--- src/vtps_pkg.sv ---
`default_nettype none
package vtps_pkg;
  // register offsets
  localparam logic [7:0] VTPS_LOOP_PWR_OFS = 8'h63;
  localparam logic [7:0] VTPS_CTRL_OFS = 8'h64;
  localparam logic [7:0] VTPS_CFG_OFS = 8'h65;
  localparam logic [7:0] VTPS_RED_OFS = 8'h70;
  localparam logic [7:0] VTPS_GREEN_OFS = 8'h71;
  localparam logic [7:0] VTPS_BLUE_OFS = 8'h72;
  localparam logic [7:0] VTPS_FRAMES_OFS = 8'h73;
  localparam logic [7:0] VTPS_STATUS_OFS = 8'h74;
  // reset values
  localparam logic [7:0] VTPS_CTRL_RST = 8'h10;
  localparam logic [7:0] VTPS_LOOP_PWR_RST = 8'h00;
  localparam logic [7:0] VTPS_FRAMES_RST = 8'h01;
  // control and config field positions
  localparam int VTPS_EN_BIT = 0;
  localparam int VTPS_REV_BIT = 1;
  localparam int VTPS_BARS_BIT = 2;
  localparam int VTPS_COMPL_BIT = 3;
  localparam int VTPS_SEL_LSB = 4;
  localparam int VTPS_ADV_BIT = 0;
  localparam int VTPS_INV_BIT = 1;
  // fixed pattern codes
  localparam logic [3:0] VTPS_P_WHITE = 4'h1;
  localparam logic [3:0] VTPS_P_BLACK = 4'h2;
  localparam logic [3:0] VTPS_P_RED = 4'h3;
  localparam logic [3:0] VTPS_P_GREEN = 4'h4;
  localparam logic [3:0] VTPS_P_BLUE = 4'h5;
  localparam logic [3:0] VTPS_P_HRAMP_W = 4'h6;
  localparam logic [3:0] VTPS_P_HRAMP_B = 4'h8;
  localparam logic [3:0] VTPS_P_VRAMP_W = 4'h9;
  localparam logic [3:0] VTPS_P_VRAMP_B = 4'hc;
  localparam logic [3:0] VTPS_P_BANDS = 4'hd;
  localparam logic [3:0] VTPS_P_CUSTOM = 4'he;
  localparam logic [3:0] VTPS_P_FIRST = 4'h1;
  localparam logic [3:0] VTPS_P_LAST = 4'he;
  // source of the pattern on the output, for status
  typedef enum logic [1:0] {
    VTPS_SRC_OFF = 2'b00,
    VTPS_SRC_FIXED = 2'b01,
    VTPS_SRC_BARS = 2'b10,
    VTPS_SRC_COMPL = 2'b11
  } vtps_src_t;
endpackage : vtps_pkg
`default_nettype wire

--- src/vtps_pix_if.sv ---
`default_nettype none
// pixel position and colour between top and the colour engine
interface vtps_pix_if #(parameter int HW = 11, parameter int VW = 11);
  logic [HW-1:0] h_pos;
  logic [VW-1:0] v_pos;
  logic [HW-1:0] h_active;
  logic [VW-1:0] v_active;
  logic [3:0] code;
  logic [1:0] src;
  logic invert;
  logic band_rev;
  logic [23:0] custom_rgb;
  logic [23:0] rgb;
  modport ctl (output h_pos, v_pos, h_active, v_active, code, src, invert, band_rev, custom_rgb, input rgb);
  modport eng (input h_pos, v_pos, h_active, v_active, code, src, invert, band_rev, custom_rgb, output rgb);
endinterface : vtps_pix_if
`default_nettype wire

--- src/vtps_colour.sv ---
`default_nettype none
// combinational colour engine: one pixel colour from position and selection
module vtps_colour
  import vtps_pkg::*;
(
  vtps_pix_if.eng pix
);
  logic [7:0] hr;
  logic [7:0] vr;
  logic [23:0] base;
  logic [2:0] bar;
  logic [1:0] band;
  logic [31:0] hprod;
  logic [31:0] vprod;

  // ramp levels spread evenly over the active extent
  always_comb begin
    hprod = 32'(pix.h_pos) * 32'd256;
    vprod = 32'(pix.v_pos) * 32'd256;
    hr = 8'(hprod / 32'(pix.h_active == '0 ? 1 : pix.h_active));
    vr = 8'(vprod / 32'(pix.v_active == '0 ? 1 : pix.v_active));
    bar = 3'(hprod / 32'(pix.h_active == '0 ? 1 : pix.h_active) >> 5);
    band = 2'(vprod / 32'(pix.v_active == '0 ? 1 : pix.v_active) >> 6);
  end

  // base colour before inversion; priority decided in top via src
  always_comb begin
    base = 24'h000000;
    if (pix.src == VTPS_SRC_COMPL) begin
      // compliance pattern: checkerboard of 8x8 pixel cells
      base = (pix.h_pos[3] ^ pix.v_pos[3]) ? 24'hffffff : 24'h000000;
    end else if (pix.src == VTPS_SRC_BARS) begin
      case (bar)
        3'd0: base = 24'hffffff;
        3'd1: base = 24'hffff00;
        3'd2: base = 24'h00ffff;
        3'd3: base = 24'h00ff00;
        3'd4: base = 24'hff00ff;
        3'd5: base = 24'hff0000;
        3'd6: base = 24'h0000ff;
        default: base = 24'h000000;
      endcase
    end else if (pix.src == VTPS_SRC_FIXED) begin
      case (pix.code)
        4'h1: base = 24'hffffff;
        4'h2: base = 24'h000000;
        4'h3: base = 24'hff0000;
        4'h4: base = 24'h00ff00;
        4'h5: base = 24'h0000ff;
        4'h6: base = {hr, hr, hr};
        4'h7: base = {hr, 8'h00, 8'h00};
        4'h8: base = {8'h00, hr, 8'h00};
        4'h9: base = {vr, vr, vr};
        4'ha: base = {vr, 8'h00, 8'h00};
        4'hb: base = {8'h00, vr, 8'h00};
        4'hc: base = {8'h00, 8'h00, vr};
        4'hd: begin
          // four bands from the top; reverse bit swaps yellow and blue
          case (band)
            2'd0: base = pix.band_rev ? 24'h0000ff : 24'hffff00;
            2'd1: base = 24'h00ffff;
            2'd2: base = pix.band_rev ? 24'hffff00 : 24'h0000ff;
            default: base = 24'hff0000;
          endcase
        end
        4'he: base = pix.custom_rgb;
        default: base = 24'h000000; // reserved codes give black
      endcase
    end
  end

  // inversion gives the complementary colour; off and reserved stay black
  always_comb begin
    if (pix.src == VTPS_SRC_OFF || (pix.src == VTPS_SRC_FIXED && (pix.code == 4'h0 || pix.code == 4'hf)))
      pix.rgb = 24'h000000;
    else
      pix.rgb = pix.invert ? ~base : base;
  end
endmodule : vtps_colour
`default_nettype wire

--- src/vtps_top.sv ---
`default_nettype none
// Operation
// - fixed codes 1, 2, 3 give white, black, red; 0 and 15 reserved.
// - each code other than 0 and 15 gives a colour, or its complement when inverted; 0 and 15 stay black.
// - codes 6, 7, 8 are horizontal ramps to white, red, green.
// - ramp steps spread evenly across active width or height.
// - code 14 outputs custom colour from three channel registers.
// - auto-advance ignores the fixed selection field.
// - auto-advance moves to next pattern after programmed frame count.
// - compliance bit set selects compliance pattern, ignoring the field.
// - colour bar bit gives eight bars white to black.
// - band reverse bit swaps yellow and blue in four-band pattern.
// - enable bit turns generator on; resets off.
// - loop driver powered while its bit is 0; bit resets 0.
// - pattern control register at 64h resets to 10h.
// - a config bit chooses inverted colour variants.
module vtps_top
  import vtps_pkg::*;
#(
  parameter int HW = 11,
  parameter int VW = 11,
  parameter logic [10:0] H_ACTIVE = 11'd1920,
  parameter logic [10:0] V_ACTIVE = 11'd1080
) (
  input wire logic clk,
  input wire logic reset_n,
  input wire logic [7:0] addr,
  input wire logic [7:0] wdata,
  input wire logic wr_stb,
  input wire logic rd_stb,
  output logic [7:0] rdata,
  input wire logic pix_valid,
  input wire logic frame_start,
  output logic [23:0] pix_rgb,
  output logic pix_out_valid,
  output logic gen_active,
  output logic loop_driver_power_down
);
  typedef struct packed {
    logic [7:0] loop_pwr;
    logic [7:0] ctrl;
    logic [1:0] cfg;
    logic [7:0] red;
    logic [7:0] green;
    logic [7:0] blue;
    logic [7:0] frames;
    logic [7:0] frame_cnt;
    logic [3:0] auto_code;
    logic [HW-1:0] h_pos;
    logic [VW-1:0] v_pos;
    logic [7:0] rdata;
    logic [23:0] rgb;
    logic ovalid;
  } vtps_state_t;

  vtps_state_t st_reg;
  vtps_state_t st_next;
  logic [3:0] code_now;
  vtps_src_t src_now;
  logic gen_on;

  vtps_pix_if #(.HW(HW), .VW(VW)) pix ();

  vtps_colour vtps_colour_i (
    .pix(pix)
  );

  // pattern source by fixed priority
  always_comb begin
    gen_on = st_reg.ctrl[VTPS_EN_BIT];
    code_now = st_reg.cfg[VTPS_ADV_BIT] ? st_reg.auto_code : st_reg.ctrl[7:VTPS_SEL_LSB];
    if (!gen_on)
      src_now = VTPS_SRC_OFF;
    else if (st_reg.ctrl[VTPS_COMPL_BIT])
      src_now = VTPS_SRC_COMPL;
    else if (st_reg.ctrl[VTPS_BARS_BIT])
      src_now = VTPS_SRC_BARS;
    else
      src_now = VTPS_SRC_FIXED;
  end

  assign pix.h_pos = st_reg.h_pos;
  assign pix.v_pos = st_reg.v_pos;
  assign pix.h_active = HW'(H_ACTIVE);
  assign pix.v_active = VW'(V_ACTIVE);
  assign pix.code = code_now;
  assign pix.src = src_now;
  assign pix.invert = st_reg.cfg[VTPS_INV_BIT];
  assign pix.band_rev = st_reg.ctrl[VTPS_REV_BIT];
  assign pix.custom_rgb = {st_reg.red, st_reg.green, st_reg.blue};

  // next state: registers, raster position, auto-advance and read data
  always_comb begin
    st_next = st_reg;
    st_next.rdata = 8'h00;
    if (wr_stb) begin
      case (addr)
        VTPS_LOOP_PWR_OFS: st_next.loop_pwr = {7'h00, wdata[0]};
        VTPS_CTRL_OFS: st_next.ctrl = wdata;
        VTPS_CFG_OFS: st_next.cfg = wdata[1:0];
        VTPS_RED_OFS: st_next.red = wdata;
        VTPS_GREEN_OFS: st_next.green = wdata;
        VTPS_BLUE_OFS: st_next.blue = wdata;
        VTPS_FRAMES_OFS: st_next.frames = wdata;
        default: ;
      endcase
    end
    if (rd_stb) begin
      case (addr)
        VTPS_LOOP_PWR_OFS: st_next.rdata = st_reg.loop_pwr;
        VTPS_CTRL_OFS: st_next.rdata = st_reg.ctrl;
        VTPS_CFG_OFS: st_next.rdata = {6'h00, st_reg.cfg};
        VTPS_RED_OFS: st_next.rdata = st_reg.red;
        VTPS_GREEN_OFS: st_next.rdata = st_reg.green;
        VTPS_BLUE_OFS: st_next.rdata = st_reg.blue;
        VTPS_FRAMES_OFS: st_next.rdata = st_reg.frames;
        VTPS_STATUS_OFS: st_next.rdata = {1'b0, src_now, gen_on, code_now};
        default: st_next.rdata = 8'h00;
      endcase
    end
    // raster counters restart on each frame start
    if (frame_start) begin
      st_next.h_pos = '0;
      st_next.v_pos = '0;
    end else if (pix_valid) begin
      if (st_reg.h_pos == HW'(H_ACTIVE - 11'd1)) begin
        st_next.h_pos = '0;
        st_next.v_pos = (st_reg.v_pos == VW'(V_ACTIVE - 11'd1)) ? '0 : st_reg.v_pos + VW'(1);
      end else begin
        st_next.h_pos = st_reg.h_pos + HW'(1);
      end
    end
    // auto-advance counts frames only while on and generator enabled; when off, count clears and code follows the field, with 0 and 15 taken as code 1
    if (!st_reg.cfg[VTPS_ADV_BIT]) begin
      st_next.frame_cnt = 8'h00;
      st_next.auto_code = st_reg.ctrl[7:VTPS_SEL_LSB] == 4'h0 || st_reg.ctrl[7:VTPS_SEL_LSB] == 4'hf ?
        VTPS_P_FIRST : st_reg.ctrl[7:VTPS_SEL_LSB];
    end else if (frame_start && gen_on) begin
      if (st_reg.frame_cnt + 8'h01 >= st_reg.frames) begin
        st_next.frame_cnt = 8'h00;
        st_next.auto_code = (st_reg.auto_code == VTPS_P_LAST) ? VTPS_P_FIRST : st_reg.auto_code + 4'h1;
      end else begin
        st_next.frame_cnt = st_reg.frame_cnt + 8'h01;
      end
    end
    // pixel output registered one cycle after its position
    st_next.rgb = pix.rgb;
    st_next.ovalid = pix_valid && gen_on;
  end

  // state register; ctrl reset value selects code 1 with all bits cleared
  always_ff @(posedge clk or negedge reset_n) begin
    if (!reset_n) begin
      st_reg <= '0;
      st_reg.ctrl <= VTPS_CTRL_RST;
      st_reg.loop_pwr <= VTPS_LOOP_PWR_RST;
      st_reg.frames <= VTPS_FRAMES_RST;
      st_reg.auto_code <= VTPS_P_FIRST;
    end else begin
      st_reg <= st_next;
    end
  end

  assign rdata = st_reg.rdata;
  assign pix_rgb = st_reg.rgb;
  assign pix_out_valid = st_reg.ovalid;
  assign gen_active = st_reg.ctrl[VTPS_EN_BIT];
  // loop driver power-down follows its bit; software sets it before enabling
  assign loop_driver_power_down = st_reg.loop_pwr[0];

  ctrl_reset_a: assert property (@(posedge clk) $rose(reset_n) |-> st_reg.ctrl == 8'h10)
    else $error("control register not at reset value");
  enable_off_a: assert property (@(posedge clk) disable iff (!reset_n) !gen_on |-> src_now == VTPS_SRC_OFF)
    else $error("source active while disabled");
  compl_prio_a: assert property (@(posedge clk) disable iff (!reset_n)
    gen_on && st_reg.ctrl[3] |-> src_now == VTPS_SRC_COMPL)
    else $error("compliance not selected");
  bars_prio_a: assert property (@(posedge clk) disable iff (!reset_n)
    gen_on && !st_reg.ctrl[3] && st_reg.ctrl[2] |-> src_now == VTPS_SRC_BARS)
    else $error("colour bars lost priority");
  driver_pwr_a: assert property (@(posedge clk) disable iff (!reset_n)
    wr_stb && addr == 8'h63 |=> loop_driver_power_down == $past(wdata[0]))
    else $error("driver power-down not following write");
  auto_ignore_a: assert property (@(posedge clk) disable iff (!reset_n)
    st_reg.cfg[0] |-> code_now == st_reg.auto_code)
    else $error("fixed field used in auto-advance");
  auto_hold_a: assert property (@(posedge clk) disable iff (!reset_n)
    st_reg.cfg[0] && !frame_start && !wr_stb |=> $stable(st_reg.auto_code))
    else $error("auto code moved without frame");
  reserved_black_a: assert property (@(posedge clk) disable iff (!reset_n)
    src_now == VTPS_SRC_FIXED && code_now == 4'hf |=> pix_rgb == 24'h000000)
    else $error("reserved code not black");
  white_code_a: assert property (@(posedge clk) disable iff (!reset_n)
    src_now == VTPS_SRC_FIXED && code_now == 4'h1 && !st_reg.cfg[1] |=> pix_rgb == 24'hffffff)
    else $error("white code wrong");
  invert_a: assert property (@(posedge clk) disable iff (!reset_n)
    src_now == VTPS_SRC_FIXED && code_now == 4'h4 && st_reg.cfg[1] |=> pix_rgb == 24'hff00ff)
    else $error("inverted green not magenta");
endmodule : vtps_top
`default_nettype wire

--- config.mk ---
export PLATFORM = sky130hd
export DESIGN_NAME = vtps_top
export DESIGN_NICKNAME = d
export VERILOG_FILES = /design/src/vtps_pkg.sv /design/src/vtps_pix_if.sv /design/src/vtps_colour.sv /design/src/vtps_top.sv
export SDC_FILE = /design/constraint.sdc
export NUM_CORES = 1
export LEC_CHECK = 0
export CAP_MARGIN = 10
export CELL_PAD_IN_SITES_DETAIL_PLACEMENT = 1
export CELL_PAD_IN_SITES_GLOBAL_PLACEMENT = 1
export CORE_ASPECT_RATIO = 1.4
export CORE_UTILIZATION = 50
export CTS_BUF_LIST = sky130_fd_sc_hd__clkbuf_4
export DETAILED_ROUTE_END_ITERATION = 10
export DONT_BUFFER_PORTS = 1
export GPL_TIMING_DRIVEN = 0
export PLACE_DENSITY = 0.81
export SLEW_MARGIN = 20
export SYNTH_ARGS = -nofsm -noshare
export SYNTH_HDL_FRONTEND = slang
export SYNTH_SLANG_ARGS = --single-unit
--- constraint.sdc ---
create_clock -name clk -period 12.4 [get_ports clk]
set_input_delay 3.72 -clock clk [delete_from_list [all_inputs] [get_ports clk]]
set_output_delay 3.72 -clock clk [all_outputs]
set_load 0.05 [all_outputs]
==> results of run 1 <==
[through the flow]
stage	util, %	setup slack, ns	hold slack, ns	total power [µW]	cell area, µm²
final	53.8	0.894	0.548	748	11400
after global routing	53.8	0.0384	0.591	781	11400
after CTS	53.6	0.567	0.564	749	11400
after detailed placement	52.9	0.680	0.523	555	11300
after global placement	52.8	0.883	0.486	549	11200
after floorplan	-	3.19	0.469	512	10900
[critical path: cells and delay by family (launching register included)]
| kind | cells | cell delay [ns] |
|---|---|---|
| flip-flops | 1 | 0.40 |
| multiplexers | 2 | 0.48 |
| XOR/XNOR | 4 | 0.85 |
| AND/OR/NAND/NOR | 10 | 2.10 |
| buffers and inverters | 9 | 1.48 |
| AO/OA/AOI/OAI | 16 | 4.67 |
| adder cells (fa/ha/maj) | 5 | 1.35 |
[worst paths after layout]
| check | start | to | cells past startpoint |
|---|---|---|---|
| hold / removal | st_reg[66] | st_reg[66] | 2 |
| max in group asynchronous | reset_n | st_reg[67] | 0 |
| setup / recovery | pix.v_pos[9] | pix_rgb[8] | 46 |
| min in group asynchronous | reset_n | st_reg[62] | 0 |
| hold reg to reg | st_reg[66] | st_reg[66] | 2 |
| setup reg to reg | pix.v_pos[9] | pix_rgb[8] | 46 |
[placed cells by master, fill, tap and decap left out, types with 12 or more instances in the layout]
cell type	count
nor2_1	116
nand2_1	115
o21ai_0	107
dfrtp_1	107
a21oi_1	71
nand3_1	56
mux2_2	56
clkbuf_1	48
buf_4	35
xor2_1	35
inv_1	34
xnor2_1	32
nor3_1	29
mux2i_1	25
nand2b_1	22
ha_1	21
o31ai_1	20
a221oi_1	18
nand4_1	16
o211ai_1	16
a31oi_1	15
and3_1	14
buf_2	13
and2_1	13
nor2b_1	12
nor4_1	12
[power breakdown]
| part | total (µW) | switching (µW) | internal (µW) |
|---|---|---|---|
| clock | 196 | 145 | 50.3 |
| combinational | 165 | 102 | 63.1 |
| sequential | 387 | 17.2 | 370 |
| total | 748 | 264 | 484 |
[layer usage]
metal  GRT usage, %  wire [µm]  up-vias
met4           16.1       1680        0
met5              0          0        -
met2           59.9      18400      280
met3           4.41       1620      104
met1           36.6      14100     5289
li1               -          -     5010
[final cells by class]
class | count | share of cell area (%)
clock inverter | 7 | 0.710
tap | 260 | 2.84
sequential | 110 | 24.1
clock buffer | 9 | 0.590
inverter | 39 | 1.28
antenna | 2 | 0.0437
multi-input combinational | 1076 | 65.5
buffer | 106 | 4.96
[kinds of logic (layout without fill, tap and decap cells)]
logic type                 Yosys count  in the layout  share of synthesized area [%]
adders and majority gates           22             22                           2.50
buffers and inverters              145            161                           6.54
DFF                                110            110                           25.2
xor gates and xnor gates            69             69                           5.66
other                                0              2                              0
AOI/OAI and AO/OA                  428            428                           28.2
muxes                               92             92                           10.1
and+or+nand+nor                    465            465                           21.7
==> results.ini, run 1 <==
[yosys]
synthArstFlopShare_pct=100
synth_cells=1331
syn_nets=1374
yosys_warnings=0
synth_area_um2=10900
synth_commonest_cells=116 x nand2_1, 116 x nor2_1, 107 x dfrtp_1, 107 x o21ai_0, 71 x a21oi_1
ys_seq_area_share_pct=25.2
synth_ff_type=dfrtp_1
yosys.area.top_type=dfrtp_1
synth_top_area_share_pct=24.5
synthTopCellsByArea=dfrtp_1 25%, mux2_2 5.8%, o21ai_0 4.9%
ys_seq_elements=110
syn-mean-instance-area_um2=8.20
synth_enable_flop_cells=0
synthDistinctLibCells=114

[cells_and_area]
fin_cells=1609
regArea_um2=2760
largest_register_ff_count=27
fin_nets=1385
n_fill_cell=2644
area_delta_synth_final_pct=4.85
drive_gt1_share_pct=14.4
multi_input_area_um2=7500

[setup_path]
critical_path.startpoint_type=flop
reg2reg_slack_ns=0.89
worstSetupEndpointType=flop
critPathArrivalTime_ns=11.89
cpMaxStageDelayCell=o41ai_4
slowest_delay_ns=0.61
cp_max_fo=10
required_ns=12.78
critPathKind=reg -> reg

[place]
io_buffer_count=0
gp_congestion=0.964
dp_cells=1591
hpwl_um=27800

[timing]
finalSetupViolCount=0
finalCriticalPeriod_ns=11.51
min_period_over_period_pct=92.8
fin_setup_tns_ns=0
rsz0062_at_grt=no
hold_viol_final=0
drv_slew=0
max_freq_mhz=86.9
tightest_slew_ns=1.12
fin_worst_skew_ns=0.0289
relSlewSlack_pct=24.8

[drt]
dr_total_vias=10700
wirelength_um=35800
ant_nets=0
wl_per_cell_um=22.2
drtIter0Drc=743
drc_errors=0
via_per_inst=6.64
firstDrtPassIters=5

[cts]
clock_latency_ns=0.53
cts_buffer_depth=2
clockRootBuffer=clkbuf_4
ctsHoldBuffers=0
cts_setup_buffers=0
cts.clk_slew.worst_paths_ns=0.19
cts_buffers=9
post_cts_resized=0
clock_sinks=110
cts_tree=done
htreeDepth=3

[job]
maxCapViolCount=0

[grt]
grt_overflow_total=0
grt_max_degree=111
grt_usage_pct=32.6
antenna_found_initial=2
grt_pass1_wl_um=57400
grt_pass1_vias=11000

[die]
die_height_um=177
placementRows=63
die_w_um=127
start_util_pct=51.3
core_um2=21300
die_area_um2=22400
ios=57

[hold_path]
hp-class=reg -> reg

[power]
worst_ir_drop_vdd_mv=0.108
cellLeakagePower_uw=0.00454
powerDensity_nw_per_um2=65.3

[run_status]
status=finished, final reports clean

Note: power is estimated with default switching activity, not from simulation.
==> run 2: changes to the inputs <==
Settings changed: CTS_BUF_LIST sky130_fd_sc_hd__clkbuf_4 to sky130_fd_sc_hd__clkbuf_16.
==> results.ini, run 2 (synthesis gave the netlist of run 1 again) <==
[hold_path]
hold_path_depth=2  ; unchanged
min_from=st_reg[66]
hp-class=reg -> reg
min_to=st_reg[66]

[cts]
clockRootBuffer=clkbuf_16
cts_setup_buffers=0  ; unchanged
cts.clk_slew.worst_paths_ns=0.08  ; -0.11 ns
cts_buffer_depth=2  ; unchanged
clock_latency_ns=0.37  ; -0.16 ns
clock_sinks=110  ; unchanged
htreeDepth=3  ; unchanged
cts_tree=done
cts_buffers=9  ; unchanged

[setup_path]
reg2reg_slack_ns=1.01  ; +0.12 ns
rr_startpoint=pix.v_pos[9]
cp_max_fo=10  ; unchanged
required_ns=12.62  ; -0.16 ns
worstSetupEndpointType=flop
critical_path.startpoint_type=flop
slowest_delay_ns=0.60  ; about the same
rr_worst_depth=46  ; unchanged
cpMaxStageDelayCell=o41ai_4
critPathKind=reg -> reg
critPathArrivalTime_ns=11.60  ; -0.29 ns
r2r-end=pix_rgb[8]

[place]
gp_congestion=0.964  ; unchanged
io_buffer_count=0  ; unchanged
hpwl_um=27800  ; unchanged

[job]
maxCapViolCount=0  ; unchanged

[die]
die_height_um=177  ; unchanged
die_area_um2=22400  ; unchanged
ios=57  ; unchanged
die_w_um=127  ; unchanged
placementRows=63  ; unchanged
core_um2=21300  ; unchanged
start_util_pct=51.3  ; unchanged

[cells_and_area]
largest_register_ff_count=27  ; unchanged
mostFrequentLayoutCells=116 x nor2_1, 115 x nand2_1, 107 x o21ai_0, 107 x dfrtp_1, 71 x a21oi_1
n_fill_cell=2638  ; -0.23%
area_delta_synth_final_pct=6.24
drive_gt1_share_pct=14.4  ; unchanged
multi_input_area_um2=7500  ; unchanged
final_common_cell=nor2_1
fin_nets=1385  ; unchanged
final_core_util_pct=54.5  ; +0.72 points
antennaDiodeCount=0  ; -2
regArea_um2=2760  ; unchanged

[timing]
max_freq_mhz=87.8  ; +1.0%
rsz0062_at_grt=no
fin_setup_tns_ns=0  ; unchanged
min_period_over_period_pct=91.8  ; -0.96 points
relSlewSlack_pct=25.0  ; +0.27 points
drv_slew=0  ; unchanged
tightest_slew_ns=1.12  ; -0.00403 ns
finalSetupViolCount=0  ; unchanged
fin_worst_skew_ns=0.0174  ; -0.0115 ns
hold_viol_final=0  ; unchanged
hold_ws_ns=0.527  ; -0.0213 ns
finalCriticalPeriod_ns=11.39  ; -0.119 ns

[drt]
wl_per_cell_um=22.5  ; +1.3%
firstDrtPassIters=6  ; +1
wirelength_um=36200  ; +1.1%
dr_total_vias=10800  ; +1.3%
ant_nets=0  ; unchanged
via_per_inst=6.74  ; +1.5%
drc_errors=0  ; unchanged
drtIter0Drc=667  ; -10%

[grt]
grt_pass1_vias=11100  ; +0.80%
grt_pass1_wl_um=58000  ; +1.1%
grt_usage_pct=32.8  ; +0.25 points
antenna_found_initial=0  ; -2
grt_overflow_total=0  ; unchanged
grt_max_degree=111  ; unchanged

[run_status]
status=finished, final reports clean

[power]
cellLeakagePower_uw=0.00461  ; +1.5%
total_power_uw=856  ; +14%
worst_ir_drop_vdd_mv=0.0986  ; -8.7%
powerDensity_nw_per_um2=73.7  ; +13%

## run 2: cell types whose count changed in the layout (fill, tap and decap cells not counted)
cell,delta
clkbuf_4,-9
diode_2,-2
clkbuf_16,+9
## run 2: worst max-delay path, delay by kind of cell, from the launching register on
family,cells,cell delay (ns)
compound gates,16,4.60
simple gates,10,2.08
buf+inv,9,1.47
fa+ha+maj,5,1.33
xor+xnor,4,0.85
mux,2,0.48
flops,1,0.36
## run 2: cell type report
type	instances	area share, %
inverters	39	1.26
clock inverters	7	0.701
flip-flops and latches	110	23.8
multi-input cells	1076	64.6
clock buffers	9	1.94
well taps	260	2.80
plain buffers	106	4.90
## run 2: worst max-delay path by stage
| stage | startpoint | endpoint | slack [ns] |
|---|---|---|---|
| 2_1_floorplan | pix.v_pos[7] | pix_rgb[0] | 3.19 |
| 3_3_place_gp | pix.v_pos[9] | pix_rgb[8] | 0.88 |
| 3_5_place_dp | pix.v_pos[7] | pix_rgb[8] | 0.68 |
| 4_1_cts | pix.v_pos[7] | pix_rgb[8] | 0.59 |
| 5_1_grt | pix.v_pos[3] | pix_rgb[8] | 0.06 |
| 6_report | pix.v_pos[9] | pix_rgb[8] | 1.01 |
## run 2: per-stage QoR
step           cell area (µm²)  setup WS [ns]  instances
6_report                 11600           1.01       1607
5_1_grt                  11600         0.0582       1607
4_1_cts                  11600          0.589       1607
3_5_place_dp             11300          0.680       1591
3_3_place_gp             11200          0.883       1591
2_1_floorplan            10900           3.19       1331
## run 2: where the power goes
group / internal [µW] / switching [µW] / total, µW
clock: 146 / 158 / 304
combinational: 63.1 / 102 / 165
sequential: 370 / 17.1 / 387
## run 2: layer usage
metal	part of all wire, %	track usage, %
met5	0	0
met4	4.7	17.3
met3	4.8	3.72
met2	51	60.3
met1	39	37.0
## run 2: repair_timing
item | CTS | global route
hold buffers | 0 | 0
endpoints found under the setup margin | 0 | 3
resized for setup | 0 | 5
